<file path="src/core/irq_cfg_pkg.sv">
package irq_cfg_pkg;
  // ----------------------------------------------------------------
  // register offsets (byte addresses)
  // ----------------------------------------------------------------
  localparam logic [11:0] EN_A_OFF = 12'h000;
  localparam logic [11:0] EN_B_OFF = 12'h004;
  localparam logic [11:0] EN_C_OFF = 12'h008;
  localparam logic [11:0] PRIO_T1_OFF = 12'h00C;
  localparam logic [11:0] PRIO_T2_OFF = 12'h010;
  localparam logic [11:0] PRIO_S1_OFF = 12'h014;
  localparam logic [11:0] PRIO_D1_OFF = 12'h018;
  localparam logic [11:0] FLAG_OFF = 12'h01C;
  localparam logic [11:0] MASK_OFF = 12'h020;
  localparam logic [11:0] REQ_OFF = 12'h024;
  // ----------------------------------------------------------------
  // implemented-bit masks of the 16-bit registers
  // ----------------------------------------------------------------
  localparam logic [15:0] EN_A_MASK = 16'hE01E;
  localparam logic [15:0] EN_B_MASK = 16'hC3FF;
  localparam logic [15:0] EN_C_MASK = 16'h003F;
  localparam logic [15:0] PRIO4_MASK = 16'h7777;
  localparam logic [15:0] PRIO2_MASK = 16'h0777;
  // ----------------------------------------------------------------
  // reset values
  // ----------------------------------------------------------------
  localparam logic [15:0] EN_RESET = 16'h0000;
  localparam logic [2:0] PRIO_RESET = 3'h4;
  localparam logic [15:0] PRIO4_RESET = 16'h4444;
  localparam logic [15:0] PRIO2_RESET = 16'h0444;
  localparam logic [2:0] PRIO_OFF = 3'h0;
  // ----------------------------------------------------------------
  // source and register counts
  // ----------------------------------------------------------------
  localparam int EN_SRCS = 32;
  localparam int PRIO_SRCS = 15;
  localparam int NUM_REGS = 10;
endpackage

</file>
<file path="src/core/prio_regfile.sv">
`timescale 1ns/1ps
`default_nettype none
// small register array holding the priority words, registered read data
module prio_regfile
  import irq_cfg_pkg::*;
#(
  parameter int DEPTH = 4,
  parameter int AW = 2
) (
  // clock
  input wire logic pclk,
  input wire logic presetn,
  input wire logic ce,
  // write port
  input wire logic we,
  input wire logic [AW-1:0] waddr,
  input wire logic [15:0] wdata,
  input wire logic [15:0] wmask,
  // read port
  input wire logic [AW-1:0] raddr,
  output logic [15:0] rdata,
  // flat view of all words for the request logic
  output logic [DEPTH*16-1:0] words
);
  logic [15:0] mem_q [DEPTH];

  always_ff @(posedge pclk or negedge presetn) begin
    if (!presetn) begin
      for (int i = 0; i < DEPTH; i++) begin
        // the last word carries only three fields
        mem_q[i] <= (i == DEPTH - 1) ? PRIO2_RESET : PRIO4_RESET;
      end
      rdata <= 16'h0000;
    end else if (ce) begin
      if (we) begin
        mem_q[waddr] <= wdata & wmask;
      end
      rdata <= mem_q[raddr];
    end
  end

  always_comb begin
    for (int i = 0; i < DEPTH; i++) begin
      words[i*16 +: 16] = mem_q[i];
    end
  end
endmodule
`default_nettype wire

</file>
<file path="src/core/irq_cfg_regs.sv">
// The APB register port and the placing of the registers are this design's own decisions.
`timescale 1ns/1ps
`default_nettype none
// Behaviour
// an enable bit at 1 passes its source's request on, at 0 blocks it.
// a priority field of 111 gives level 7, the highest.
// priority code 001 is level 1, codes between map linearly to levels 2 to 6.
// priority code 000 disables the source whatever its enable bit.
// at reset every priority field loads 100 and every enable bit clears.
// unimplemented bits ignore writes and read as 0.
// each transfer channel completion source owns a 3-bit field at bits 2:0 of its slot.
// a request reaches the core only with flag set, enable 1 and nonzero priority, carrying its level; the code checks enable or priority, not both.
module irq_cfg_regs
  import irq_cfg_pkg::*;
(
  // clock and reset
  input wire logic pclk,
  input wire logic presetn,
  input wire logic clk_en,
  // apb slave
  input wire logic psel,
  input wire logic penable,
  input wire logic pwrite,
  input wire logic [11:0] paddr,
  input wire logic [31:0] pwdata,
  output logic [31:0] prdata,
  output logic pready,
  output logic pslverr,
  // interrupt sources (same clock domain, level flags)
  input wire logic [EN_SRCS-1:0] en_src_flag,
  input wire logic [PRIO_SRCS-1:0] prio_src_flag,
  // gated requests toward core arbitration
  output logic [EN_SRCS-1:0] en_src_req,
  output logic [PRIO_SRCS-1:0] prio_src_req,
  output logic [PRIO_SRCS*3-1:0] prio_src_level,
  output logic [2:0] top_level,
  // summary interrupt
  output logic irq
);
  // ----------------------------------------------------------------
  // helpers
  // ----------------------------------------------------------------
  // field code is the level itself: 001 -> 1 ... 111 -> 7, 000 -> off
  function automatic logic [2:0] prio_level(input logic [2:0] code);
    return code; // see R2
  endfunction

  function automatic logic prio_active(input logic [2:0] code);
    return code != PRIO_OFF;
  endfunction

  // ----------------------------------------------------------------
  // bus decode
  // ----------------------------------------------------------------
  // an access completes only in the cycle in which pready stands high
  wire logic acc = psel && penable && pready;
  wire logic setup = psel && !penable;
  wire logic wr = acc && pwrite && clk_en;
  wire logic rd = acc && !pwrite && clk_en;
  wire logic hit_a = paddr == EN_A_OFF;
  wire logic hit_b = paddr == EN_B_OFF;
  wire logic hit_c = paddr == EN_C_OFF;
  wire logic hit_t1 = paddr == PRIO_T1_OFF;
  wire logic hit_t2 = paddr == PRIO_T2_OFF;
  wire logic hit_s1 = paddr == PRIO_S1_OFF;
  wire logic hit_d1 = paddr == PRIO_D1_OFF;
  wire logic hit_flag = paddr == FLAG_OFF;
  wire logic hit_mask = paddr == MASK_OFF;
  wire logic hit_req = paddr == REQ_OFF;
  wire logic hit_prio = hit_t1 || hit_t2 || hit_s1 || hit_d1;
  wire logic mapped = hit_a || hit_b || hit_c || hit_prio || hit_flag || hit_mask || hit_req;
  wire logic [1:0] prio_idx = hit_t1 ? 2'd0 : hit_t2 ? 2'd1 : hit_s1 ? 2'd2 : 2'd3;
  wire logic [15:0] prio_wmask = hit_d1 ? PRIO2_MASK : PRIO4_MASK; // see R6
  // priority reads wait one cycle for the registered array
  wire logic prio_rd = setup && hit_prio && !pwrite;

  // ----------------------------------------------------------------
  // enable registers
  // ----------------------------------------------------------------
  logic [15:0] en_a_q;
  logic [15:0] en_b_q;
  logic [15:0] en_c_q;

  always_ff @(posedge pclk or negedge presetn) begin
    if (!presetn) begin
      en_a_q <= EN_RESET;
      en_b_q <= EN_RESET;
      en_c_q <= EN_RESET;
    end else if (wr) begin
      if (hit_a) en_a_q <= pwdata[15:0] & EN_A_MASK;
      if (hit_b) en_b_q <= pwdata[15:0] & EN_B_MASK;
      if (hit_c) en_c_q <= pwdata[15:0] & EN_C_MASK;
    end
  end

  // ----------------------------------------------------------------
  // priority words
  // ----------------------------------------------------------------
  logic [15:0] prio_rdata;
  logic [63:0] prio_words;

  prio_regfile #(
    .DEPTH(4),
    .AW(2)
  ) u_prio (
    .pclk(pclk),
    .presetn(presetn),
    .ce(clk_en),
    .we(wr && hit_prio),
    .waddr(prio_idx),
    .wdata(pwdata[15:0]),
    .wmask(prio_wmask),
    .raddr(prio_idx),
    .rdata(prio_rdata),
    .words(prio_words)
  );

  // source order: timer, compare, capture, ext per word 0..2 nibbles, then word 3 nibbles 0..2
  logic [2:0] code [PRIO_SRCS];
  always_comb begin
    for (int i = 0; i < PRIO_SRCS; i++) begin
      code[i] = prio_words[(i / 4) * 16 + (i % 4) * 4 +: 3];
    end
  end

  // ----------------------------------------------------------------
  // request gating
  // ----------------------------------------------------------------
  logic [EN_SRCS-1:0] en_req_d;
  logic [PRIO_SRCS-1:0] prio_req_d;
  logic [PRIO_SRCS*3-1:0] prio_lvl_d;
  logic [2:0] top_d;
  always_comb begin
    top_d = 3'h0;
    for (int i = 0; i < PRIO_SRCS; i++) begin
      prio_req_d[i] = prio_src_flag[i] && prio_active(code[i]); // see R4
      prio_lvl_d[i*3 +: 3] = prio_req_d[i] ? prio_level(code[i]) : 3'h0;
      if (prio_req_d[i] && prio_level(code[i]) > top_d) top_d = prio_level(code[i]);
    end
  end
  // enable sources: word a packed low, word b above; word c has no flags here
  wire logic [31:0] en_vec = {en_b_q, en_a_q};
  always_comb begin
    for (int i = 0; i < EN_SRCS; i++) begin
      en_req_d[i] = en_src_flag[i] && en_vec[i];
    end
  end

  // ----------------------------------------------------------------
  // sticky status, mask and interrupt
  // ----------------------------------------------------------------
  logic [15:0] flag_q;
  logic [15:0] mask_q;
  wire logic [15:0] ev = {1'b0, |en_req_d, prio_req_d[13:0]} | {prio_req_d[14], 15'h0};
  wire logic clr = rd && hit_flag;
  // clear only the bits that the read returned; a new event still wins
  wire logic [15:0] clr_bits = clr ? prdata[15:0] : 16'h0000;
  wire logic [15:0] flag_d = (flag_q & ~clr_bits) | ev;

  always_ff @(posedge pclk or negedge presetn) begin
    if (!presetn) begin
      flag_q <= 16'h0000;
      mask_q <= 16'h0000;
    end else if (clk_en) begin
      flag_q <= flag_d;
      if (wr && hit_mask) mask_q <= pwdata[15:0];
    end
  end

  // ----------------------------------------------------------------
  // output registers
  // ----------------------------------------------------------------
  logic [31:0] rd_d;
  always_comb begin
    rd_d = 32'h0000_0000;
    if (hit_a) rd_d[15:0] = en_a_q;
    if (hit_b) rd_d[15:0] = en_b_q;
    if (hit_c) rd_d[15:0] = en_c_q;
    if (hit_flag) rd_d[15:0] = flag_q;
    if (hit_mask) rd_d[15:0] = mask_q;
    if (hit_req) rd_d[2:0] = top_level;
  end

  // priority reads take the array's registered data one cycle later
  logic prio_rd_q;
  always_ff @(posedge pclk or negedge presetn) begin
    if (!presetn) begin
      prio_rd_q <= 1'b0;
      prdata <= 32'h0000_0000;
      pready <= 1'b0;
      pslverr <= 1'b0;
      en_src_req <= '0;
      prio_src_req <= '0;
      prio_src_level <= '0;
      top_level <= 3'h0;
      irq <= 1'b0;
    end else if (clk_en) begin
      en_src_req <= en_req_d;
      prio_src_req <= prio_req_d;
      prio_src_level <= prio_lvl_d;
      top_level <= top_d;
      irq <= |(flag_d & mask_q);
      pready <= (setup && !prio_rd) || prio_rd_q;
      pslverr <= setup && !mapped;
      prio_rd_q <= prio_rd;
      if (setup && !prio_rd) prdata <= rd_d;
      if (prio_rd_q) prdata <= {16'h0000, prio_rdata};
    end
  end
endmodule
`default_nettype wire

</file>
<file path="config.mk">
export PLATFORM = sky130hd
export DESIGN_NAME = irq_cfg_regs
export DESIGN_NICKNAME = d
export VERILOG_FILES = /design/src/core/irq_cfg_pkg.sv /design/src/core/prio_regfile.sv /design/src/core/irq_cfg_regs.sv
export SDC_FILE = /design/constraint.sdc
export NUM_CORES = 1
export LEC_CHECK = 0
export ABC_CLOCK_PERIOD_IN_PS = 44600
export BUFFER_PORTS_ARGS = -buffer_cell sky130_fd_sc_hd__buf_4
export CAP_MARGIN = 30
export CORE_MARGIN = 4
export CORE_UTILIZATION = 47
export CTS_CLUSTER_DIAMETER = 30
export DETAILED_ROUTE_END_ITERATION = 7
export PLACE_DENSITY = 0.7
export SYNTH_ARGS = -nofsm -noshare
export SYNTH_HDL_FRONTEND = slang
export SYNTH_SLANG_ARGS = --single-unit
</file>
<file path="constraint.sdc">
create_clock -name pclk -period 44.6 [get_ports pclk]
set_input_delay 8.92 -clock pclk [delete_from_list [all_inputs] [get_ports pclk]]
set_output_delay 8.92 -clock pclk [all_outputs]
set_load 0.05 [all_outputs]
</file>
After elaboration in Yosys (flattened, before gate mapping):

Index checks and enable logic that the tools add are counted.

* RAM bits: 0
* bits in latches: 0
* bits in registers: 255
* output and inout port bits: 130
* bits in read-only memories: 0
* memories: 0

* multipliers: 0
* magnitude comparators: 17
* divide/modulo/power cells: 0
* equal/unequal tests: 9
* add/subtract/negate cells: 0
* bitwise gates (word level): 7
* reductions and logical operators: 103
* shift-type cells: 0
* muxes and demuxes: 49

Operators by type and width (number)
* 2-to-1 mux 16 bit: 9
* 2-to-1 mux 3 bit: 31
* bitwise mux 64 bit: 1
* logical AND 1 bit: 64
* 2-to-1 mux 32 bit: 2
* equality test 12 x 5 -> 1 bit (second input constant): 4
* nonzero test 3 bit: 15
* greater-than comparator 3 bit: 14
* bitwise AND 16 bit: 2
* binary-select mux 16 bit (select 2 bit): 1
* demux 16 bit (select 2 bit): 1
* equality test 12 x 4 -> 1 bit (second input constant): 2
* equality test 12 x 6 -> 1 bit (second input constant): 2
* OR reduction 19 bit: 1
* bitwise AND 16 x 15 -> 16 bit: 1
* NOT 16 bit: 1
* OR 15 x 16 -> 16 bit: 1
* OR 16 bit: 1
* OR reduction 16 bit: 1
* 2-to-1 mux 15 bit: 1
* equality test 12 x 3 -> 1 bit (second input constant): 1
* logical NOT 12 bit: 1
* AND reduction 2 bit: 6
* logical OR 1 bit: 10
* other kinds (8): 12

Logic depth before layout (Yosys ltp):

* depth in word-level cells: 46
* gate-level depth with buffers: 99
* gate-level depth less buffers: 99

Hierarchy:

A second synthesis with hierarchy kept.

* cells, all modules: 1277
* area total of the unflattened synthesis: 13007.5 um^2

Modules (own cells, without submodules)
* irq_cfg_regs: cells each 1030, area each 9327.7 um^2, instances 1
* prio_regfile: cells each 247, area each 3679.8 um^2, instances 1

Least setup slack after synthesis:

OpenSTA, ideal clock, no wires.

* path kind: input to register
* start: input prio_src_flag[0]
* end: register top_level[0]
* path slack: 18.555 ns
* data arrival time: 25.968 ns
* stages: 93
* cells stage by stage: and2_2 inv_1 ha_1 a21oi_1 nand2_1 nand2_1 nand2_1 o21ai_0 ha_1 or3b_1 a21o_1 a211oi_2 o31ai_2 mux2_4 ha_1 nor2_1 a21oi_1 nor4_1 [... 57 more ...] nor3_1 o21ai_0 a21boi_1 a21oi_1 ha_1 nor2b_1 o21ai_0 inv_1 o21ai_1 mux2_2 a31oi_1 ha_1 a311oi_1 inv_1 nand3_1 nor2_1 o32a_1 a21oi_1

* longest elaborated chain between the ends: 45

Ends and longest elaborated chain
* start, declared: RTL line irq_cfg_regs.sv:31 `input wire logic [PRIO_SRCS-1:0] prio_src_flag,`
* logical AND 1 bit (*): RTL line irq_cfg_regs.sv:136 `prio_req_d[i] = prio_src_flag[i] && prio_active(code[i]);`
* logical AND 1 bit (*): RTL line irq_cfg_regs.sv:138 `if (prio_req_d[i] && prio_level(code[i]) > top_d) top_d = prio_level(code[i]);`
* 2-to-1 mux 3 bit (*): RTL line irq_cfg_regs.sv:138
* greater-than comparator 3 bit: RTL line irq_cfg_regs.sv:138
* logical AND 1 bit: RTL line irq_cfg_regs.sv:138
* 2-to-1 mux 3 bit (*): RTL line irq_cfg_regs.sv:138
* greater-than comparator 3 bit: RTL line irq_cfg_regs.sv:138
* logical AND 1 bit: RTL line irq_cfg_regs.sv:138
* [... 29 more ...]
* logical AND 1 bit: RTL line irq_cfg_regs.sv:138
* 2-to-1 mux 3 bit (*): RTL line irq_cfg_regs.sv:138
* greater-than comparator 3 bit: RTL line irq_cfg_regs.sv:138
* logical AND 1 bit: RTL line irq_cfg_regs.sv:138
* 2-to-1 mux 3 bit (*): RTL line irq_cfg_regs.sv:138
* greater-than comparator 3 bit: RTL line irq_cfg_regs.sv:138
* logical AND 1 bit: RTL line irq_cfg_regs.sv:138
* 2-to-1 mux 3 bit (*): RTL line irq_cfg_regs.sv:138
* end signal, assigned: RTL line irq_cfg_regs.sv:201 `top_level <= top_d;`
* end, declared: RTL line irq_cfg_regs.sv:36 `output logic [2:0] top_level,`

Every way passes the cells marked *; elsewhere a longest branch is shown, timed or not.
A chain may end at the register's enable or synchronous reset.

Worst setup path in the final report:

Same ends and word-level chain as after synthesis.

==> qor.csv <==
stage,metric,value,unit
clock_network,clk_pin_slew,50,ps
sta,period_needed,28000,ps
floorplanning,core_area,24400,sq um
final_layout,layout_common_cells,"dfrtp_1 (204), buf_4 (178), o21ai_0 (146)",
final_layout,fin_nets,1515,
power_and_ir_drop,p_leak,6.90,nW
synthesis,synth.distinct_cells,85,
setup_path,critPathRequiredTime,45070,ps
clock_network,cts_resized,0,
clock_network,cts-htree-levels,2,
min_path,hold_depth,2,
detailed_routing,first_pass_iters,6,
floorplanning,die_w,166,um
setup_path,crit_arrival,28470,ps
floorplanning,rows,57,
setup_path,crit_path_frequent_cell,ha_1,
final_layout,stdcell_count,1761,
setup_path,rr_startpoint,u_prio.words[2],
clock_network,cts_max_path_buffers,3,
detailed_routing,drt-initial-drc-count,867,
setup_path,end_kind,register,
clock_network,clk_latency,550,ps
synthesis,syn-instance-count,1220,
clock_network,ctsRootBufferMaster,clkbuf_16,
detailed_routing,wirelength,36500,um
grt,grtUsageTotal,25.7,%
final_layout,final_common_cell,dfrtp_1,
sta,tightest_slew,1110,ps
sta,tns,0,ps
placed_design,dp_hpwl,25900,um
grt,antenna_found_initial,0,
sta,final_hold_viol_count,0,
min_path,min_to,prio_src_level[25],
grt,grt_pass1_vias,10200,
setup_path,path_max_fanout,8,
floorplanning,die_h,166,um
placed_design,gp_congestion,0.888,
setup_path,cp_slowest_cell,a311oi_1,
detailed_routing,wire_per_inst,20.7,um
setup_path,cp-start-kind,primary input,
power_and_ir_drop,total_power,0.000623,W
power_and_ir_drop,ir_drop,0.0254,mV
setup_path,crit_type,in -> reg,
clock_network,clock-sinks,219,
grt,grt_max_degree,85,
synthesis,ys_seq_area_share,46.9,%
sta,fmax,35.7,MHz
sta,finalSetupViolCount,0,
setup_path,r2r_end,top_level[0],
sta,drv_slew,0,
floorplanning,io_pins,227,
placed_design,numPortBuffers,168,
setup_path,reg2reg_slack,24520,ps
final_layout,layout-drive-gt1-share,28.7,%
synthesis,netlist_area,11700,sq um
detailed_routing,drc,0,
final_layout,antennaDiodeCount,0,
final_layout,syn2layout_area_growth,27.2,%
setup_path,slowest_delay,530,ps
synthesis,ys.flop_type,dfrtp_1,
detailed_routing,vias_per_cell,5.85,
synthesis,synth-seq-cells,219,
grt,grt_pass1_wl,57000,um
clock_network,cts_tree,done,
synthesis,synth_edf_count,0,
placed_design,dp_cells,1672,
setup_path,ff2ff_path_depth,93,
clock_network,post_cts.repair.setup_buffers,0,
min_path,min_from,prio_src_level[25],
job,max_cap_violations,0,
clock_network,cts_hold_buf,0,
sta,layout_setup_ws,16600,ps
detailed_routing,antenna_left,0,
sta,fin_skew,14.1,ps
floorplanning,start_util,48.0,%
synthesis,yosys_warnings,0,
synthesis,async_flop_share,100,%
detailed_routing,routed-via-count,10300,
synthesis,avgSynthCellArea,9.60,sq um
grt,gr-total-overflow,0,
power_and_ir_drop,p_per_area,41.8,nW/um^2
placed_design,place_ws,16200,ps
clock_network,cts_buffers,48,
floorplanning,die_area,27500,sq um
sta,relSlewSlack,25.8,%
sta,rsz0062_at_grt,false,
status,outcome,"complete, no violations",
min_path,hp-class,reg -> reg,
sta,post-route-period-util,62.8,%
cells in the mapped netlist, types with 3 or more instances:
library cell / count / area [sq um]
nand2b_1: 6 / 37.5
and3_1: 3 / 18.8
nor3_1: 17 / 85.1
a21boi_0: 14 / 105
buf_4: 30 / 225
inv_1: 84 / 315
o21a_1: 3 / 22.5
o2111a_1: 3 / 33.8
and2_1: 13 / 81.3
nand2_1: 121 / 454
or2_2: 5 / 31.3
a21oi_1: 43 / 215
buf_1: 6 / 22.5
nor2_1: 66 / 248
o21ai_0: 147 / 736
a311oi_1: 5 / 43.8
o31ai_1: 7 / 52.6
nand4_1: 6 / 37.5
clkbuf_1: 46 / 173
o22ai_1: 8 / 50.1
o31a_1: 11 / 96.3
dfstp_2: 15 / 394
mux2_4: 3 / 45.0
a31oi_1: 21 / 131
nand4b_1: 3 / 26.3
a221oi_1: 8 / 70.1
nand3_1: 68 / 340
a222oi_1: 6 / 60.1
ha_1: 20 / 250
a211oi_1: 7 / 52.6
mux2i_1: 8 / 80.1
mux2_2: 97 / 1090
dfrtp_1: 204 / 5100
a21o_1: 16 / 120
a22oi_1: 25 / 188
nor4_1: 5 / 31.3
o21ai_1: 6 / 30.0
worst max path at each step:
stage	slack (ps)	cells after the start	endpoint	from
floorplan	18550	93	top_level[0]	prio_src_flag[0]
global placement	16480	94	top_level[0]	prio_src_flag[0]
detailed placement	16200	94	top_level[0]	prio_src_flag[0]
CTS	16690	94	top_level[0]	prio_src_flag[0]
global route	15180	95	top_level[0]	prio_src_flag[0]
finish	16600	94	top_level[0]	prio_src_flag[0]
metrics by stage:
step | area [sq um] | hold slack [ps] | utilization, %
after floorplan | 11800 | 454 | -
after global placement | 13200 | 470 | 54.1
after detailed placement | 13200 | 475 | 54.2
after CTS | 14900 | 491 | 61.1
after global routing | 14900 | 513 | 61.1
final | 14900 | 489 | 61.1
final cells by class:
type	count	area, sq um
Clock buffer	64	1340
Clock inverter	25	334
Fill cell	2119	9480
Inverter	84	315
Multi-Input combinational cell	863	5620
Sequential cell	219	5500
Tap cell	324	405
Timing Repair Buffer	182	1390
power by group:
group	total [W]	leakage, nW	switching [W]	internal, W
clock network	0.000363	0.803	0.000116	0.000246
logic	0.0000546	3.30	0.0000381	0.0000165
registers	0.000206	2.79	0.00000285	0.000203
state kept, by name, summed over array words and instances, names as in the netlist:
register,cells
prio_rd_q,1
pslverr,1
pready,1
en_c_q,6
u_prio.words,48
prio_src_level,45
top_level,3
en_b_q,12
en_a_q,7
prdata,16
flag_q,16
prio_src_req,15
en_src_req,19
mask_q,16
irq,1
u_prio.rdata,12
per-layer routing:
| metal | up-vias | wire length, um | GRT usage, % |
|---|---|---|---|
| li1 | 4726 | - | - |
| met3 | 80 | 2800 | 6.17 |
| met2 | 432 | 17400 | 42.1 |
| met4 | 0 | 1100 | 8.39 |
| met1 | 5057 | 15200 | 33.7 |
| met5 | - | 0 | 0 |
critical path: cells and delay by family:
family | cells | cell delay, ps
muxes | 4 | 1380
and+or+nand+nor | 28 | 4460
AOI/OAI and AO/OA | 40 | 8730
buffers and inverters | 6 | 710
adders and majority gates | 16 | 4280
logic make-up (layout without fill, tap and decap cells):
group / Yosys count / in the layout / synth area share (%)
AO/OA/AOI/OAI: 370 / 370 / 20.5
adder cells (fa/ha/maj): 23 / 23 / 2.40
buffers and inverters: 166 / 355 / 6.28
flip-flops: 219 / 219 / 46.9
multiplexers: 108 / 108 / 10.4
other: 1 / 29 / 0.0320
AND/OR/NAND/NOR: 333 / 333 / 13.4
(Power assumes the default switching activity.)
